## config.mk

```make
export PLATFORM = sky130hd
export DESIGN_NAME = pmic_status_control_regs
export DESIGN_NICKNAME = d
export VERILOG_FILES = /design/src/inc/pmic_regs_pkg.sv /design/src/sync_level.sv /design/src/pmic_status_control_regs.sv
export SDC_FILE = /design/constraint.sdc
export NUM_CORES = 1
export LEC_CHECK = 0
export ABC_AREA = 1
export BUFFER_PORTS_ARGS = -buffer_cell sky130_fd_sc_hd__buf_2
export CAP_MARGIN = 20
export CORE_MARGIN = 10
export CORE_UTILIZATION = 29
export DETAILED_ROUTE_END_ITERATION = 8
export PLACE_DENSITY_LB_ADDON = 0.2
export RECOVER_POWER = 100
export SLEW_MARGIN = 10
export SYNTH_ARGS = -nofsm -noshare
export SYNTH_HDL_FRONTEND = slang
export SYNTH_SLANG_ARGS = --single-unit
```

## constraint.sdc

```tcl
create_clock -name core_clk -period 0.85 [get_ports core_clk]
set_input_delay 0.1275 -clock core_clk [delete_from_list [all_inputs] [get_ports core_clk]]
set_output_delay 0.1275 -clock core_clk [all_outputs]
set_load 0.005 [all_outputs]
```

## src/inc/pmic_regs_pkg.sv

```systemverilog
// Purpose: Shared constants and carriers for the status/control/flag register bank
// Assumes: Registers are 8 bits wide, reached over an internal byte access port
// Notes: Subaddresses are the device's register numbers
package pmic_regs_pkg;
    localparam logic [7:0] ADDR_STATUS = 8'h05;
    localparam logic [7:0] ADDR_CONTROL = 8'h06;
    localparam logic [7:0] ADDR_FLAGS = 8'h07;

    localparam int STAT_SEAL_BIT = 7;
    localparam int STAT_NVM_BIT = 6;
    localparam int STAT_ADAPTER_BIT = 5;
    localparam int STAT_BUTTON_BIT = 4;
    localparam int STAT_SEQ_LSB = 2;
    localparam int STAT_COIN_LSB = 0;

    localparam int CTRL_MEASURE_BIT = 0;
    localparam int CTRL_PFSHUT_BIT = 1;

    localparam logic [7:0] CONTROL_RESET = 8'h00;
    localparam logic [7:0] FLAGS_RESET = 8'h00;
    localparam logic [7:0] READ_IDLE = 8'h00;
    localparam logic [1:0] COIN_RESET = 2'h0;

    // Sequencer state codes as reported to software
    localparam logic [1:0] SEQ_TRANSITION = 2'h0;
    localparam logic [1:0] SEQ_WAIT_POWER_ENABLE = 2'h1;
    localparam logic [1:0] SEQ_ACTIVE = 2'h2;
    localparam logic [1:0] SEQ_SUSPEND = 2'h3;

    // Output rails in flag bit order: conv1..conv4, linreg, out1..out3
    typedef struct packed {
        logic out3;
        logic out2;
        logic out1;
        logic linreg;
        logic conv4;
        logic conv3;
        logic conv2;
        logic conv1;
    } rails_t;

    typedef struct packed {
        logic wrEn;
        logic rdEn;
        logic [7:0] addr;
        logic [7:0] wdata;
    } regreq_t;
endpackage : pmic_regs_pkg

```

## src/sync_level.sv

```systemverilog
// Purpose: Two-stage level sampler with clock enable
// Assumes: Input is a plain level
// Notes: First stage feeds only the second stage
module sync_level (
    input wire logic core_clk,
    input wire logic rst,
    input wire logic clkEn,
    input wire logic din,
    output logic dout
);
    logic stage1_ff;
    logic dout_ff;
    logic nxt_stage1;
    logic nxt_dout;

    always_comb begin
        nxt_stage1 = clkEn ? din : stage1_ff;
        nxt_dout = clkEn ? stage1_ff : dout_ff;
    end

    always_ff @(posedge core_clk or posedge rst) begin
        if (rst) begin
            stage1_ff <= 1'b0;
            dout_ff <= 1'b0;
        end else begin
            stage1_ff <= nxt_stage1;
            dout_ff <= nxt_dout;
        end
    end

    assign dout = dout_ff;
endmodule : sync_level

```

## src/pmic_status_control_regs.sv

```systemverilog
// Purpose: Status, control and suspend-flag registers of the power manager
// Assumes: Byte register port from the serial management slave; pins asynchronous
// Notes: Read data is registered, valid the cycle after the read request
// What this block does
// - Status bit 7 shows seal broken
// - Status bit 6 shows settings changed
// - Status bit 5 set when adapter pin low
// - Status bit 4 set when button pin low
// - Status bits 3:2 give sequencer state
// - Status bits 1:0 give coin-cell level
// - Writing 1 starts measurement, bit self-clears
// - Shutdown enabled plus power fail: rails off
// - Shutdown disabled: power fail changes nothing
// - Out flags set if kept on in suspend
// - Regulator/converter flags likewise on suspend wake
// - Flags clear after power-up from off, unless a suspend wake comes in the same cycle
module pmic_status_control_regs (
    input wire logic core_clk,
    input wire logic rst,
    input wire logic clkEn,
    input wire pmic_regs_pkg::regreq_t regReq,
    output logic [7:0] regRdata,
    output logic regRdValid,
    input wire logic factorySealBroken,
    input wire logic nvmModified,
    input wire logic adapter_detect_pin,
    input wire logic pushbutton_pin,
    input wire logic [1:0] seqState,
    input wire logic [1:0] coinMeasLevel,
    input wire logic coinMeasDone,
    input wire logic powerfail_out_n,
    input wire logic powerUpFromOff,
    input wire logic powerUpFromSuspend,
    input wire pmic_regs_pkg::rails_t railsOnInSuspend,
    output logic coin_cell_measure_start,
    output logic powerfailShutdown
);
    logic adapterSync;
    logic buttonSync;
    logic pfSync_n;

    // Pin samplers; no shared logic looks at their first stage
    sync_level u_syncAdapter (
        .core_clk(core_clk),
        .rst(rst),
        .clkEn(clkEn),
        .din(adapter_detect_pin),
        .dout(adapterSync)
    );
    sync_level u_syncButton (
        .core_clk(core_clk),
        .rst(rst),
        .clkEn(clkEn),
        .din(pushbutton_pin),
        .dout(buttonSync)
    );
    sync_level u_syncPowerFail (
        .core_clk(core_clk),
        .rst(rst),
        .clkEn(clkEn),
        .din(powerfail_out_n),
        .dout(pfSync_n)
    );

    // Control register and measurement trigger
    logic powerfail_shutdown_enable_ff;
    logic measureStart_ff;
    logic shutdown_ff;
    logic nxt_powerfail_shutdown_enable;
    logic nxt_measureStart;
    logic nxt_shutdown;
    logic ctrlWrite;

    always_comb begin
        ctrlWrite = regReq.wrEn && (regReq.addr == pmic_regs_pkg::ADDR_CONTROL);
        nxt_powerfail_shutdown_enable = powerfail_shutdown_enable_ff;
        nxt_measureStart = 1'b0;
        nxt_shutdown = 1'b0;
        if (clkEn) begin
            if (ctrlWrite) begin
                nxt_powerfail_shutdown_enable = regReq.wdata[pmic_regs_pkg::CTRL_PFSHUT_BIT];
                // A written 1 gives a one-cycle start; the stored bit reads 0
                nxt_measureStart = regReq.wdata[pmic_regs_pkg::CTRL_MEASURE_BIT];
            end
            // Shutdown request only when enabled and comparator low
            nxt_shutdown = powerfail_shutdown_enable_ff && !pfSync_n;
        end else begin
            nxt_measureStart = measureStart_ff;
            nxt_shutdown = shutdown_ff;
        end
    end

    always_ff @(posedge core_clk or posedge rst) begin
        if (rst) begin
            powerfail_shutdown_enable_ff <= 1'b0;
            measureStart_ff <= 1'b0;
            shutdown_ff <= 1'b0;
        end else begin
            powerfail_shutdown_enable_ff <= nxt_powerfail_shutdown_enable;
            measureStart_ff <= nxt_measureStart;
            shutdown_ff <= nxt_shutdown;
        end
    end

    assign coin_cell_measure_start = measureStart_ff;
    assign powerfailShutdown = shutdown_ff;

    // Coin-cell level, held from the last completed measurement
    logic [1:0] coin_cell_level_ff;
    logic [1:0] nxt_coin_cell_level;

    always_comb begin
        nxt_coin_cell_level = coin_cell_level_ff;
        if (clkEn && coinMeasDone) begin
            nxt_coin_cell_level = coinMeasLevel;
        end
    end

    always_ff @(posedge core_clk or posedge rst) begin
        if (rst) begin
            coin_cell_level_ff <= pmic_regs_pkg::COIN_RESET;
        end else begin
            coin_cell_level_ff <= nxt_coin_cell_level;
        end
    end

    // Suspend retention flags, updated on each power-up event
    pmic_regs_pkg::rails_t flags_ff;
    pmic_regs_pkg::rails_t nxt_flags;

    always_comb begin
        nxt_flags = flags_ff;
        if (clkEn) begin
            if (powerUpFromSuspend) begin
                // Set for rails kept on, cleared for rails that were off
                nxt_flags = railsOnInSuspend;
            end else if (powerUpFromOff) begin
                nxt_flags = pmic_regs_pkg::FLAGS_RESET;
            end
        end
    end

    always_ff @(posedge core_clk or posedge rst) begin
        if (rst) begin
            flags_ff <= pmic_regs_pkg::FLAGS_RESET;
        end else begin
            flags_ff <= nxt_flags;
        end
    end

    // Read path; status and flag registers have no write path
    logic [7:0] statusWord;
    logic [7:0] controlWord;
    logic [7:0] rdata_ff;
    logic rdValid_ff;
    logic [7:0] nxt_rdata;
    logic nxt_rdValid;

    always_comb begin
        statusWord = 8'h00;
        statusWord[pmic_regs_pkg::STAT_SEAL_BIT] = factorySealBroken;
        statusWord[pmic_regs_pkg::STAT_NVM_BIT] = nvmModified;
        statusWord[pmic_regs_pkg::STAT_ADAPTER_BIT] = !adapterSync;
        statusWord[pmic_regs_pkg::STAT_BUTTON_BIT] = !buttonSync;
        statusWord[pmic_regs_pkg::STAT_SEQ_LSB +: 2] = seqState;
        statusWord[pmic_regs_pkg::STAT_COIN_LSB +: 2] = coin_cell_level_ff;
        controlWord = pmic_regs_pkg::CONTROL_RESET;
        controlWord[pmic_regs_pkg::CTRL_PFSHUT_BIT] = powerfail_shutdown_enable_ff;
        nxt_rdata = rdata_ff;
        nxt_rdValid = rdValid_ff;
        if (clkEn) begin
            nxt_rdValid = regReq.rdEn;
            if (regReq.rdEn) begin
                unique case (regReq.addr)
                    pmic_regs_pkg::ADDR_STATUS: nxt_rdata = statusWord;
                    pmic_regs_pkg::ADDR_CONTROL: nxt_rdata = controlWord;
                    pmic_regs_pkg::ADDR_FLAGS: nxt_rdata = flags_ff;
                    default: nxt_rdata = pmic_regs_pkg::READ_IDLE;
                endcase
            end
        end
    end

    always_ff @(posedge core_clk or posedge rst) begin
        if (rst) begin
            rdata_ff <= pmic_regs_pkg::READ_IDLE;
            rdValid_ff <= 1'b0;
        end else begin
            rdata_ff <= nxt_rdata;
            rdValid_ff <= nxt_rdValid;
        end
    end

    assign regRdata = rdata_ff;
    assign regRdValid = rdValid_ff;
endmodule : pmic_status_control_regs

```

# --- Word level (Yosys, flattened, before mapping) ---
# Index checks and enable logic that the tools add are counted.
word_totals:
  ramBits: 0
  register_bits: 28
  rom_bits: 0
  input_bits: 41
  out_inout_bits: 11
  n_memories: 0
  latchBits: 0
classes:
  shifts: 0
  order_cmp: 0
  n_mux: 4
  reduce_logical: 10
  n_div: 0
  add_sub_neg: 0
  n_eq_ne: 3
  n_mul: 0
  bitwise_logic: 0
ops:
  columns: ["operator", "count"]
  rows:
  - ["equality test 8 x 3 -> 1 bit (second input constant)", 3]
  - ["case mux 8 bit (3 select lines)", 1]
  - ["2-to-1 mux 8 bit", 2]
  - ["AND reduction 2 bit", 3]
  - ["logical AND 1 bit", 3]
  - ["zero test 1 bit", 3]
  - ["nonzero test 2 bit", 1]
  - ["2-to-1 mux 1 bit", 1]

# --- Logic depth before layout (Yosys ltp) ---
logic_depth:
  ltp_word: 3
  depth_mapped: 8
  depth_no_buf: 7

# --- Cells and area by module ---
# From an unflattened synthesis, not the netlist that was laid out.
unflattened:
  hier_cells: 167
  area_unflattened_um2: 1368.8
by_module_without_submodules:
  columns: ["mod", "area_each_um2", "cells_per_inst", "instances"]
  rows:
  - ["pmic_status_control_regs", 1128.6, 137, 1]
  - ["sync_level", 80.1, 10, 3]

# --- Worst setup path after synthesis ---
# No wires, ideal clock.
synth_timing:
  path_type: "input to register"
  from: "input regReq[14] (netlist bit)"
  to: "register powerfail_shutdown_enable_ff"
  stages: 7
  setup_time_ns: 0.117
  t_arrival_ns: 0.698
  path_slack_ns: 0.035
  path_buffers: 0
  cell_sequence: "inv_1 > nand2_2 > nor2_8 > and2_1 > nand3_1 > nand2_1 > nand2_1"
synth_between:
  elab_chain_cells: 3
synth_rtl:
  columns: ["item", "line_no", "source"]
  rows:
  - ["start: declaration", "pmic_status_control_regs.sv:21", "input wire pmic_regs_pkg::regreq_t regReq,"]
  - ["equality test 8 x 3 -> 1 bit", "pmic_status_control_regs.sv:75", "ctrlWrite = regReq.wrEn && (regReq.addr == pmic_regs_pkg::ADDR_CONTROL);"]
  - ["logical AND 1 bit", "pmic_status_control_regs.sv:75", null]
  - ["AND reduction 2 bit (no line)", null, null]
  - ["end signal: assignment", "pmic_status_control_regs.sv:99", "powerfail_shutdown_enable_ff <= nxt_powerfail_shutdown_enable;"]
  - ["end: declaration", "pmic_status_control_regs.sv:66", "logic powerfail_shutdown_enable_ff;"]
# No other way between the ends.
# A chain may end at the register's enable or synchronous reset.

# --- Worst setup path after layout ---
layout_timing:
  from: "register rdata_ff[1], in the netlist regRdata[1]"
  to: "output regRdata[1]"
layout_rtl:
  columns: ["item", "line_no", "source"]
  rows:
  - ["start: declaration", "pmic_status_control_regs.sv:154", "logic [7:0] rdata_ff;"]
  - ["start signal: assignment", "pmic_status_control_regs.sv:186", "rdata_ff <= pmic_regs_pkg::READ_IDLE;"]
  - ["start signal: assignment", "pmic_status_control_regs.sv:189", "rdata_ff <= nxt_rdata;"]
  - ["end: declaration", "pmic_status_control_regs.sv:22", "output logic [7:0] regRdata,"]
# No word-level cell between the ends.

==> summary.md <==
| Metric | Value |
|---|---|
| Status | finished, violations left |
| Violated checks | negative setup slack |
| Routed WL | 3334 um |
| Std-Cell Rows | 24 |
| Post-Synthesis Cells | 160 |
| Fin. Hold Viols | 0 |
| WP data required | 720 ps |
| Inserted Clock Buffers | 3 |
| Clk_skew | 8.662 ps |
| CTS root buf | clkbuf_8 |
| Dpl ws | -203.7 ps |
| Clk_lat worst skew | 270 ps |
| Initial Util | 0.3047 |
| Setup slack, reg-to-reg | 30 ps |
| Mapped Nets | 201 |
| Area taken by multi-input logic gates | 563.0 um^2 |
| Worst R2R Start | regRdata[2] |
| Final nets | 268 |
| Die area | 7762 um^2 |
| Area Overhead vs Synth | 37.49% |
| Area leader, netlist | dfrtp_1 |
| Antenna Nets Post-Route | 0 |
| Max Clock Freq | 1.071 GHz |
| HPWL after detailed placement | 2646 um |
| Largest net degree at the start of global routing | 29 |
| Async SR Flop Fraction | 1.000 |
| CP Buf/Inv Count | 1 |
| FF+latch area | 700.7 um^2 |
| Antenna cell count | 0 |
| WL per Instance | 11.99 um |
| Synth warnings | 0 |
| Hold path start | powerfail_out_n |
| Worst Hold End | u_syncPowerFail.stage1_ff |
| Syn Area/Cell | 8.407 um^2 |
| Final Max Tran Viols | 0 |
| Final setup viols | 11 |
| Slowest-stage cell, CP | dfrtp_1 |
| Via count of the first global-routing pass | 1,219 |
| PwrDens | 1540 nW/um^2 |
| Utilization after layout | 0.4189 |
| CTS tree | done |
| Crit start category | flip-flop |
| CP top delay family | flip-flops |
| Worst setup margin | -83.85 ps |
| Tot GR Track Use | 0.08895 |
| Setup TNS | -632.4 ps |
| Slowest stage delay, CP | 400 ps |
| DR iter-0 viols | 49 |
| Core ar. | 4414 um^2 |
| Fin crit share | 1.099 |
| Port Buf Inserts | 45 |
| Post-synthesis sequential area ratio | 0.5209 |
| Post-synth top area share | 0.5209 |
| Die W | 88.11 um |
| Clock buffer depth | 2 |
| H-tree Lvls | 1 |
| Most frequent cell after synthesis | nand2_1 |
| Launch point of the worst path | regRdata[1] |
| HP Class | primary input to flip-flop |
| Top cells by count, synth | 57 x nand2_1, 28 x dfrtp_1, 23 x nand3_1 |
| Relative slew slack | 0.7635 |
| RSZ-0062 raised after global routing | yes |
| CTS sink count | 28 |
| Initial antenna violation count | 0 |
| Overflow after GRT | 0 |
| Die height | 88.11 um |
| R2R cell count | 4 |
| Fill count | 471 |
| Hold path depth | 3 |
| Max cap viols | 0 |
| RR Endpoint | regRdata[2] |
| DP Area | 1700 um^2 |
| Via-per-instance ratio | 4.266 |
| Worst-path fanout max | 2 |
| CP cell instances | buf_2 |
| Area of the mapped netlist | 1345 um^2 |
| I/O pins | 52 |
| Post-route cell area | 1849 um^2 |
| Arrival @ worst endpoint | 810 ps |
| Post-synth EDFFs | 0 |
| RePlAce Congestion | 0.7234 |
| Setup crit end kind | output port |
| Synth area leaders | dfrtp_1 52%, nand2_1 16%, nand3_1 8.6%, o21ai_0 4.1%, inv_1 2.5% |
| Clock transition at path regs | 100 ps |
| Clock period minus worst slack | 933.9 ps |
| #FFs+latches synth | 28 |
| Leak pwr | 1.065 nW |
| Via count | 1,186 |
| Worst Max-Slew Pin Slew | 354.8 ps |
| DRC | 0 |
| Netlist cell types | 22 |
| Final hold slack | 45.16 ps |
| Layout cell share with drive strength beyond 1 | 0.4027 |
| Global-route wire length before repair | 5671 um |
| First-pass iteration count of the detailed router | 4 |
| Critical path class | flip-flop to output port |
| VDD IR max | 923.8 uV |
| Top_reg_cell synth | dfrtp_1 |
cell usage in the layout, fill, tap and decap left out, types with 2 or more instances in the layout:
master	count
buf_2	45
buf_4	18
clkbuf_4	2
clkbuf_8	3
dfrtp_1	28
inv_1	9
inv_2	5
nand2_1	53
nand2_2	7
nand3_1	24
nand4_1	2
nor2_1	2
nor2_4	2
o21ai_0	13
o21ai_2	2
cell families after synthesis:
kind of cell    synth area share
compound gates           0.06604
mux                     0.008371
flops                     0.5209
buf+inv                  0.06697
simple gates              0.3377
repair_timing:
| action | 4_1_cts | 5_1_grt |
|---|---|---|
| endpoints found under the setup margin | 11 | 13 |
| buffers inserted | 5 | 5 |
| hold buffers | 1 | 0 |
| pin swaps | 0 | 3 |
| endpoints found under the hold margin | 28 | 0 |
| resized for setup | 0 | 7 |
how the worst max path moves through the flow:
stage,to,slack (ps),cells past startpoint
after floorplan,powerfail_shutdown_enable_ff,40,7
after CTS,regRdata[1],-100,1
final,regRdata[1],-80,1
after global placement,powerfail_shutdown_enable_ff,-190,8
after global routing,powerfailShutdown,-120,1
after detailed placement,powerfail_shutdown_enable_ff,-200,8
per-stage QoR:
| step | cells | total power [mW] |
|---|---|---|
| 2_1_floorplan | 160 | 1.670 |
| 3_3_place_gp | 264 | 1.846 |
| 3_5_place_dp | 264 | 1.849 |
| 4_1_cts | 274 | 2.899 |
| 5_1_grt | 278 | 3.022 |
| 6_report | 278 | 2.847 |
cell type report:
type | instances | area share
tap | 52 | 0.03518
sequential | 28 | 0.3789
clock inverter | 1 | 0.01624
inverter | 14 | 0.02842
clock buffer | 3 | 0.02233
timing repair buffer | 67 | 0.2145
multi-input combinational | 113 | 0.3045
per-layer routing:
layer | vias up | track usage | share of wire
li1 | 644 | - | -
met1 | 505 | 0.1190 | 0.48
met2 | 35 | 0.1316 | 0.43
met3 | 2 | 0.03714 | 0.085
met4 | 0 | 0.01712 | 0.0051
met5 | - | 0 | 0
power by group:
part	internal [mW]	total [mW]	switching, mW
registers	1.42	1.47	0.0479
logic	0.163	0.355	0.192
clock network	0.630	1.03	0.395
total	2.21	2.85	0.635
No activity file was read; power rests on OpenSTA's default activity.
